File: src/wws_pkg.sv
// Package: constants for the window watchdog and reset supervisor
//
// Overview of operation
// Too slow or fast clear: resets and fault low
// Register bit enables too-fast detection separately
// Select pin gates watchdog; disabled holds secondary reset
// Register bit: latch or pulse resets on error
// Fifth watchdog reset latches both resets low
// Reset counter cleared by clear, select, disable
// Ten consecutive too-fast detections force reset, fault
// Fast counter cleared by reset, clear, select, disable
// Interval counter restarts on clear, reset, detection, select
// Start-up window; first clear pulse starts monitoring
// Five start-up resets without clear latch off
// Disabled watchdog skips the start-up window
// Secondary reset released after in-window clear pulse
// Regulator good starts delay; then primary reset high
// Regulator drop: both resets low; recovery via delay
// Primary reset low always lasts full delay
// Reset pin mismatch: resets released, fault latched
// Any abnormality latches fault and status bit together
// Fault pin mismatch flags abnormality, latches fault
// Fault high only when all normal and cleared
// Oscillator fault: supplies off, resets low, fault
// Logic runs from nominal 50 MHz oscillator
// Timeouts and delays are configurable cycle counts
package wws_pkg;

  // ------------------------------------------------------------
  // Timing
  // ------------------------------------------------------------
  localparam int unsigned CLK_HZ = 50_000_000;
  localparam int unsigned STARTUP_WIN_MS = 256;
  localparam longint unsigned STARTUP_WIN_CYC = longint'(STARTUP_WIN_MS) * CLK_HZ / 1000;
  localparam int unsigned SLOW_CYC_DEF = 1_000_000;
  localparam int unsigned FAST_CYC_DEF = 50_000;
  localparam int unsigned POR_CYC_DEF = 500_000;
  localparam int unsigned RST_PULSE_CYC = 64;
  localparam int unsigned RST_LATCH_CNT = 5;
  localparam int unsigned FAST_LIMIT = 10;

  // ------------------------------------------------------------
  // Register map (word addresses on the plain port)
  // ------------------------------------------------------------
  localparam logic [3:0] ADDR_CTRL = 4'h0;
  localparam logic [3:0] ADDR_STAT = 4'h1;
  localparam logic [3:0] ADDR_STATE = 4'h2;
  localparam int CTRL_FAST_EN = 0;
  localparam int CTRL_LATCH = 1;
  localparam logic [1:0] CTRL_RESET = 2'h1;

  // Status bits (write one to clear)
  localparam int ST_SLOW = 0;
  localparam int ST_FAST = 1;
  localparam int ST_RCNT = 2;
  localparam int ST_RPIN = 3;
  localparam int ST_FPIN = 4;
  localparam int ST_OSC = 5;
  localparam int ST_UV = 6;
  localparam int ST_W = 7;

  // Watchdog phase
  typedef enum logic [3:0] {
    WWS_OFF = 4'h1,
    WWS_WAIT = 4'h2,
    WWS_RUN = 4'h4,
    WWS_LOCK = 4'h8
  } wws_state_t;

endpackage : wws_pkg

File: src/wws_supervisor.sv
// Module: window watchdog, power-on reset and fault logic
//
// The address map and strobed register access are this design's own decisions.
`timescale 1ns/100ps
`default_nettype none
module wws_supervisor
  import wws_pkg::*;
#(
  parameter int unsigned SLOW_CYC = SLOW_CYC_DEF,
  parameter int unsigned FAST_CYC = FAST_CYC_DEF,
  parameter int unsigned POR_CYC = POR_CYC_DEF,
  parameter longint unsigned STARTUP_CYC = STARTUP_WIN_CYC
) (
  // Clock and reset
  input wire logic i_clk,
  input wire logic i_rstn,
  // Asynchronous pins and analog monitors
  input wire logic i_clear_pulse,
  input wire logic i_select_pin,
  input wire logic i_regulator_low,
  input wire logic i_osc_fault,
  input wire logic i_primary_pin,
  input wire logic i_secondary_pin,
  input wire logic i_fault_pin,
  // Register port
  input wire logic [3:0] i_addr,
  input wire logic [7:0] i_wdata,
  input wire logic i_wr,
  input wire logic i_rd,
  output logic [7:0] o_rdata,
  // Outputs
  output logic o_primary_reset_out_n,
  output logic o_secondary_reset_out_n,
  output logic o_fault_indicator_out_n,
  output logic o_supply_off_latch
);

  // ------------------------------------------------------------
  // Elaboration checks
  // ------------------------------------------------------------
  if (FAST_CYC < 1 || FAST_CYC >= SLOW_CYC) begin : g_chk_win
    $error("fast interval must be below slow timeout");
  end
  if (POR_CYC < 1 || STARTUP_CYC < 1 || SLOW_CYC > 32'hffff_fff0) begin : g_chk_cnt
    $error("bad cycle counts");
  end

  // ------------------------------------------------------------
  // Input synchronisers
  // ------------------------------------------------------------
  localparam int NS = 7;
  logic [NS-1:0] sync1_r;
  logic [NS-1:0] sync2_r;
  logic [NS-1:0] raw;
  assign raw = {i_clear_pulse, i_select_pin, i_regulator_low, i_osc_fault,
                i_primary_pin, i_secondary_pin, i_fault_pin};

  // Two stages; only the second is read
  always_ff @(posedge i_clk or negedge i_rstn) begin
    if (!i_rstn) begin
      sync1_r <= 7'h01; // Idle pin levels: only the fault pin high
      sync2_r <= 7'h01;
    end else begin
      sync1_r <= raw;
      sync2_r <= sync1_r;
    end
  end

  logic ck_s, sel_s, uv_s, osc_s, p_pin, s_pin, f_pin;
  assign {ck_s, sel_s, uv_s, osc_s, p_pin, s_pin, f_pin} = sync2_r;

  // Clear pulse rising edge and select rising edge
  logic ck_d_r, sel_d_r;
  always_ff @(posedge i_clk or negedge i_rstn) begin
    if (!i_rstn) begin
      ck_d_r <= 1'b0;
      sel_d_r <= 1'b0;
    end else begin
      ck_d_r <= ck_s;
      sel_d_r <= sel_s;
    end
  end
  logic ck_edge, sel_rise, wd_en;
  assign ck_edge = ck_s & ~ck_d_r;
  assign sel_rise = sel_s & ~sel_d_r;
  assign wd_en = ~sel_s;

  // ------------------------------------------------------------
  // Control register
  // ------------------------------------------------------------
  logic [1:0] ctrl_r;
  always_ff @(posedge i_clk or negedge i_rstn) begin
    if (!i_rstn) begin
      ctrl_r <= CTRL_RESET;
    end else if (i_wr && i_addr == ADDR_CTRL) begin
      ctrl_r <= i_wdata[1:0];
    end
  end

  // ------------------------------------------------------------
  // Power-on reset timer
  // ------------------------------------------------------------
  logic [31:0] por_cnt_r;
  logic por_done_r;
  logic prim_int_n;
  // Any drop or low primary restarts the full delay
  always_ff @(posedge i_clk or negedge i_rstn) begin
    if (!i_rstn) begin
      por_cnt_r <= 32'h0;
      por_done_r <= 1'b0;
    end else if (uv_s || osc_s) begin
      por_cnt_r <= 32'h0;
      por_done_r <= 1'b0;
    end else if (!prim_int_n && por_done_r) begin
      por_cnt_r <= 32'h0;
      por_done_r <= 1'b0;
    end else if (!por_done_r) begin
      if (por_cnt_r >= POR_CYC - 1) begin
        por_done_r <= 1'b1;
      end else begin
        por_cnt_r <= por_cnt_r + 32'h1;
      end
    end
  end

  // ------------------------------------------------------------
  // Watchdog state and counters
  // ------------------------------------------------------------
  wws_state_t st_r;
  logic [31:0] int_cnt_r;
  logic [63:0] start_cnt_r;
  logic [3:0] fast_cnt_r;
  logic [2:0] rst_cnt_r;
  logic [6:0] pulse_r;
  logic wd_low_r; // Watchdog drives resets low
  logic released_r; // Secondary released after good clear
  logic slow_det, fast_det, fast_lim, start_to, wd_err, normal_ck;

  assign slow_det = (st_r == WWS_RUN) && int_cnt_r >= SLOW_CYC - 1;
  assign fast_det = (st_r == WWS_RUN) && ck_edge && ctrl_r[CTRL_FAST_EN]
                    && int_cnt_r < FAST_CYC;
  assign normal_ck = (st_r == WWS_RUN) && ck_edge && !fast_det && !wd_low_r;
  assign fast_lim = fast_det && fast_cnt_r == 4'(FAST_LIMIT - 1);
  assign start_to = (st_r == WWS_WAIT) && !wd_low_r && start_cnt_r >= STARTUP_CYC - 1;
  assign wd_err = slow_det || fast_lim || start_to;

  // Phase machine; a disabled watchdog never waits
  always_ff @(posedge i_clk or negedge i_rstn) begin
    if (!i_rstn) begin
      st_r <= WWS_OFF;
    end else begin
      case (st_r)
        WWS_OFF: if (wd_en && por_done_r) st_r <= WWS_WAIT;
        WWS_WAIT: begin
          if (!wd_en || !por_done_r) st_r <= WWS_OFF;
          else if (wd_err && rst_cnt_r == 3'(RST_LATCH_CNT - 1)) st_r <= WWS_LOCK;
          else if (ck_edge && !wd_low_r) st_r <= WWS_RUN;
        end
        WWS_RUN: begin
          if (!wd_en || !por_done_r) st_r <= WWS_OFF;
          else if (wd_err && rst_cnt_r == 3'(RST_LATCH_CNT - 1)) st_r <= WWS_LOCK;
        end
        WWS_LOCK: st_r <= WWS_LOCK;
        default: st_r <= WWS_OFF;
      endcase
    end
  end

  // Interval and start-up counters
  always_ff @(posedge i_clk or negedge i_rstn) begin
    if (!i_rstn) begin
      int_cnt_r <= 32'h0;
      start_cnt_r <= 64'h0;
    end else begin
      if (st_r != WWS_RUN || ck_edge || wd_err || wd_low_r || !wd_en) begin
        int_cnt_r <= 32'h0;
      end else begin
        int_cnt_r <= int_cnt_r + 32'h1;
      end
      if (st_r != WWS_WAIT || wd_low_r || !wd_en) begin
        start_cnt_r <= 64'h0;
      end else begin
        start_cnt_r <= start_cnt_r + 64'h1;
      end
    end
  end

  // Too-fast counter
  always_ff @(posedge i_clk or negedge i_rstn) begin
    if (!i_rstn) begin
      fast_cnt_r <= 4'h0;
    end else if (!wd_en || sel_rise || normal_ck || wd_low_r || fast_lim) begin
      fast_cnt_r <= 4'h0;
    end else if (fast_det) begin
      fast_cnt_r <= fast_cnt_r + 4'h1;
    end
  end

  // Watchdog reset counter; halts at latch value
  always_ff @(posedge i_clk or negedge i_rstn) begin
    if (!i_rstn) begin
      rst_cnt_r <= 3'h0;
    end else if (st_r == WWS_LOCK) begin
      rst_cnt_r <= rst_cnt_r;
    end else if (!wd_en || sel_rise || normal_ck || (st_r == WWS_WAIT && ck_edge && !wd_low_r)) begin
      rst_cnt_r <= 3'h0;
    end else if (wd_err) begin
      rst_cnt_r <= rst_cnt_r + 3'h1;
    end
  end

  // Reset pulse or latch after an error
  always_ff @(posedge i_clk or negedge i_rstn) begin
    if (!i_rstn) begin
      wd_low_r <= 1'b0;
      pulse_r <= 7'h0;
    end else if (!wd_en && st_r != WWS_LOCK) begin
      wd_low_r <= 1'b0;
      pulse_r <= 7'h0;
    end else if (wd_err) begin
      wd_low_r <= 1'b1;
      pulse_r <= 7'(RST_PULSE_CYC);
    end else if (wd_low_r && !ctrl_r[CTRL_LATCH] && st_r != WWS_LOCK) begin
      if (pulse_r == 7'h0) wd_low_r <= 1'b0;
      else pulse_r <= pulse_r - 7'h1;
    end
  end

  // Secondary release once a good in-window clear arrives
  always_ff @(posedge i_clk or negedge i_rstn) begin
    if (!i_rstn) begin
      released_r <= 1'b0;
    end else if (st_r != WWS_RUN || wd_err || wd_low_r) begin
      released_r <= 1'b0;
    end else if (normal_ck && int_cnt_r >= FAST_CYC) begin
      released_r <= 1'b1;
    end
  end

  // ------------------------------------------------------------
  // Error logic and status
  // ------------------------------------------------------------
  logic [ST_W-1:0] stat_r;
  logic [ST_W-1:0] ev;
  logic pin_mis_r;
  logic fault_n_r;
  logic osc_latch_r;
  logic sec_int_n;
  logic prim_q_r, sec_q_r;
  assign prim_int_n = por_done_r && !wd_low_r && !osc_latch_r;
  assign sec_int_n = prim_int_n && released_r && wd_en;

  // Intent delayed to match pin synchroniser latency
  logic [2:0] pd_r, sd_r, fd_r;
  always_ff @(posedge i_clk or negedge i_rstn) begin
    if (!i_rstn) begin
      pd_r <= 3'h0;
      sd_r <= 3'h0;
      fd_r <= 3'h7; // Fault output resets high
    end else begin
      pd_r <= {pd_r[1:0], o_primary_reset_out_n};
      sd_r <= {sd_r[1:0], o_secondary_reset_out_n};
      fd_r <= {fd_r[1:0], o_fault_indicator_out_n};
    end
  end

  always_comb begin
    ev = '0;
    ev[ST_SLOW] = slow_det || start_to;
    ev[ST_FAST] = fast_lim;
    ev[ST_RCNT] = wd_err && rst_cnt_r == 3'(RST_LATCH_CNT - 1);
    ev[ST_RPIN] = (p_pin != pd_r[2]) || (s_pin != sd_r[2]);
    ev[ST_FPIN] = f_pin != fd_r[2];
    ev[ST_OSC] = osc_s;
    ev[ST_UV] = uv_s;
  end

  // Status: set beats write-one-to-clear
  always_ff @(posedge i_clk or negedge i_rstn) begin
    if (!i_rstn) begin
      stat_r <= '0;
    end else if (i_wr && i_addr == ADDR_STAT) begin
      stat_r <= (stat_r & ~i_wdata[ST_W-1:0]) | ev;
    end else begin
      stat_r <= stat_r | ev;
    end
  end

  // Fault latch, pin-monitor release and oscillator off-latch
  always_ff @(posedge i_clk or negedge i_rstn) begin
    if (!i_rstn) begin
      fault_n_r <= 1'b1;
      pin_mis_r <= 1'b0;
      osc_latch_r <= 1'b0;
      prim_q_r <= 1'b0;
      sec_q_r <= 1'b0;
    end else begin
      if (|ev) fault_n_r <= 1'b0;
      else if (stat_r == '0) fault_n_r <= 1'b1;
      if (ev[ST_RPIN]) pin_mis_r <= 1'b1;
      if (osc_s) osc_latch_r <= 1'b1;
      prim_q_r <= prim_int_n;
      sec_q_r <= sec_int_n;
    end
  end

  // Pin outputs; a reset pin mismatch releases both resets to off
  always_ff @(posedge i_clk or negedge i_rstn) begin
    if (!i_rstn) begin
      o_primary_reset_out_n <= 1'b0;
      o_secondary_reset_out_n <= 1'b0;
      o_fault_indicator_out_n <= 1'b1;
      o_supply_off_latch <= 1'b0;
    end else begin
      o_primary_reset_out_n <= prim_q_r || pin_mis_r;
      o_secondary_reset_out_n <= sec_q_r || pin_mis_r;
      o_fault_indicator_out_n <= fault_n_r && !(|ev);
      o_supply_off_latch <= osc_latch_r || osc_s;
    end
  end

  // ------------------------------------------------------------
  // Read port, data one cycle after strobe
  // ------------------------------------------------------------
  always_ff @(posedge i_clk or negedge i_rstn) begin
    if (!i_rstn) begin
      o_rdata <= 8'h00;
    end else if (i_rd) begin
      case (i_addr)
        ADDR_CTRL: o_rdata <= {6'h00, ctrl_r};
        ADDR_STAT: o_rdata <= {1'b0, stat_r};
        ADDR_STATE: o_rdata <= {1'b0, rst_cnt_r, st_r};
        default: o_rdata <= 8'h00;
      endcase
    end else begin
      o_rdata <= 8'h00;
    end
  end

endmodule : wws_supervisor
`default_nettype wire

File: config.mk
export PLATFORM = sky130hd
export DESIGN_NAME = wws_supervisor
export DESIGN_NICKNAME = d
export VERILOG_FILES = /design/src/wws_pkg.sv /design/src/wws_supervisor.sv
export SDC_FILE = /design/constraint.sdc
export NUM_CORES = 1
export LEC_CHECK = 0
export BUFFER_PORTS_ARGS = -buffer_cell sky130_fd_sc_hd__buf_2
export CORE_ASPECT_RATIO = 0.6
export CORE_MARGIN = 3
export CORE_UTILIZATION = 27
export CTS_BUF_LIST = sky130_fd_sc_hd__clkbuf_4 sky130_fd_sc_hd__clkbuf_8
export DETAILED_ROUTE_END_ITERATION = 8
export GPL_ROUTABILITY_DRIVEN = 0
export PLACE_DENSITY = 0.49
export REMOVE_ABC_BUFFERS = 1
export SLEW_MARGIN = 0
export SYNTH_ARGS = -nofsm -noshare
export SYNTH_HDL_FRONTEND = slang
export SYNTH_SLANG_ARGS = --single-unit
File: constraint.sdc
create_clock -name i_clk -period 3.81 [get_ports i_clk]
set_clock_uncertainty 0.2 [all_clocks]
set_input_delay 1.143 -clock i_clk [delete_from_list [all_inputs] [get_ports i_clk]]
set_output_delay 1.143 -clock i_clk [all_outputs]
set_load 0.01 [all_outputs]
==> flow_metrics.tcl <==
set metrics [dict create \
    yosys-mux-area-fraction 0.00808 \
    die_area_sq_um 35600 \
    hold_slack_ps 153 \
    finalCritPeriodShare 0.782 \
    syn_area_sq_um 8980 \
    grt_overflow 0 \
    routed_wirelength_mm 20.1 \
    leakagePower_nw 4.22 \
    ant_nets 0 \
    async_flop_share 1.00 \
    slew_headroom 0.424 \
    synth_cell_type_count 62 \
    synth_flop_cell "dfrtp_1" \
    maxCapViolations 0 \
    fin_tns_setup_ps 0 \
    stdcell_count 1378 \
    fin_crit_ps 2980 \
    worstMarginPinSlew_ps 856 \
    synth-simple-area-share 0.246 \
    grt_max_degree 72 \
    start_util 0.276 \
    slowest_stage "or4_1" \
    area_growth_pct 13.5 \
    p_per_area_nw_per_um2 358 \
    cp_num_buf_inv 0 \
    r2r_start "wd_low_r" \
    post-route-drc-count 0 \
    crit_path_cell_trace "o21ai_1, and2_0, a22oi_1, nand4_1, or4_1, a21oi_1" \
    hold_viol_final 0 \
    clock_path_buffers 2 \
    nets 949 \
    rows 51 \
    grt_pass1_vias 6185 \
    utilization 0.313 \
    placed_area_sq_um 9790 \
    critPathMaxStageDelay_ps 600 \
    status "finished clean" \
    dr.pass1.iters 4 \
    max_freq_mhz 335 \
    synth-compound-area-share 0.0692 \
    cts_root_buffer "clkbuf_8" \
    synth_fa_ha_area_frac 0.0139 \
    io_pins 35 \
    rsz0062_at_grt "false" \
    yosysWarnings 0 \
    wl_per_cell_um 14.6 \
    dp_cells 1347 \
    hp-class "flip-flop to flip-flop" \
    dp_hpwl_mm 14.0 \
    die_x_um 242 \
    grt_util_all_layers 0.120 \
    cts_setup_buffers 0 \
    fp.dieH_um 147 \
    path_max_fanout 16 \
    syn_avg_cell_area_sq_um 10.4 \
    num_vias 6323 \
    cts.repair.resized 0 \
    arrival_ps 3200 \
    core_area_sq_um 32600 \
    startpoint_type "flip-flop" \
    design_area_sq_um 10200 \
    dr.first_iter.drc_count 472 \
    report.power.total_mw 3.65 \
    numCtsBuffers 17 \
    hp-start "sync1_r[1]" \
    cts_tree "yes" \
    clk_pin_slew_ps 110 \
    synth_cells 864 \
    critical-path-top-delay-family "simple AND/OR/NAND/NOR gates" \
    clock_latency_ps 510 \
    cts-hold-fix-buffers 0 \
    port_buffers 32 \
    path_class "flip-flop to flip-flop" \
    grt_pass1_wl_mm 33.7 \
    htree_num_levels 4 \
    pre_cts_ws_ps 832 \
    layout-drive-gt1-share 0.119 \
    synth_edf_count 0 \
    critical_path_required_ps 4030 \
    timing.final.ws_setup_ps 829 \
    synth_top_family_by_area "simple AND/OR/NAND/NOR gates" \
    fillers 3382 \
    cts_sinks 198 \
    synth_seq_cells 198 \
    antenna_cells 0 \
    seq_area_frac_synth 0.553 \
    cp-startpoint "wd_low_r" \
    reg2reg_setup_slack_ps 830 \
    slew_viol_final 0 \
    synthXorXnorAreaFrac 0.0877 \
    end_kind "flip-flop" \
    setup_viol 0 \
    max-vdd-ir-drop_mv 0.333 \
    antenna_found_initial 2 \
    vias_per_cell 4.59 \
]
power breakdown:
group | leakage (nW) | internal, mW | switching (mW)
registers | 2.59 | 2.13 | 0.0172
logic | 1.42 | 0.0343 | 0.0776
clock network | 0.201 | 0.558 | 0.838
total | 4.22 | 2.72 | 0.932
worst paths after layout:
check	end	cells past startpoint
hold reg to reg	sync2_r[1]	0
min in group asynchronous	start_cnt_r[38]	1
max in group asynchronous	o_fault_indicator_out_n	2
setup / recovery	por_cnt_r[15]	6
setup reg to reg	por_cnt_r[15]	6
hold / removal	sync2_r[1]	0
state kept, by name, indices dropped and copies added (netlist names), 2 cells and up:
signal       cells
pd_r             3
pulse_r          7
start_cnt_r     64
st_r             4
sd_r             3
fast_cnt_r       4
ctrl_r           2
sync1_r          7
rst_cnt_r        3
o_rdata          7
por_cnt_r       32
int_cnt_r       32
sync2_r          7
stat_r           7
fd_r             3
worst reg2reg max path: stages, from the launching register on:
cell and delay (ps):
dfrtp_1 420, o21ai_1 280, and2_0 390, a22oi_1 310
nand4_1 540, or4_1 600, a21oi_1 160
layout make-up:
cell class / instances / area [sq um] / share of cell area
inverters: 22 / 82.6 / 0.00810
well taps: 450 / 563 / 0.0552
flip-flops and latches: 198 / 4970 / 0.487
multi-input cells: 629 / 3870 / 0.379
clock buffers: 18 / 241 / 0.0237
clock inverters: 13 / 159 / 0.0156
repair buffers: 48 / 314 / 0.0308
per-layer routing:
metal  global-route usage  wire (um)  part of all wire
met1                0.183      11100              0.56
met2                0.163       8090              0.40
met3               0.0316        614             0.031
met4               0.0341        217             0.011
met5                    0          0                 0
kinds of logic after synthesis:
logic type	count (synthesis)
DFF	198
and+or+nand+nor	421
xor gates and xnor gates	90
buffers and inverters	49
other	1
muxes	7
AOI/OAI and AO/OA	88
adders and majority gates	10
cells in the final DEF (no fill, tap or decap), types with 10 or more instances in the layout:
master,count
a21oi_1,26
conb_1,13
nand4_1,43
ha_1,10
o21ai_0,12
nand3_1,39
nor2_1,126
inv_1,22
or3_1,11
nor4_1,27
xor2_1,60
dfrtp_1,189
and3_1,36
nand2_1,57
and4_1,12
buf_2,31
clkbuf_8,18
xnor2_1,30
buf_4,14
nor3_1,17
synth_stat cells, drive strengths merged (14+ instances only):
cell | instances | area (sq um)
dfrtp | 189 | 4730
nor2 | 126 | 473
xor2 | 60 | 526
nand2 | 57 | 214
nand4 | 43 | 269
nand3 | 39 | 195
and3 | 36 | 225
xnor2 | 30 | 263
nor4 | 29 | 203
a21oi | 27 | 139
inv | 22 | 82.6
clkbuf | 18 | 67.6
nor3 | 18 | 95.1
o21ai | 14 | 70.1
(Power assumes the default switching activity.)
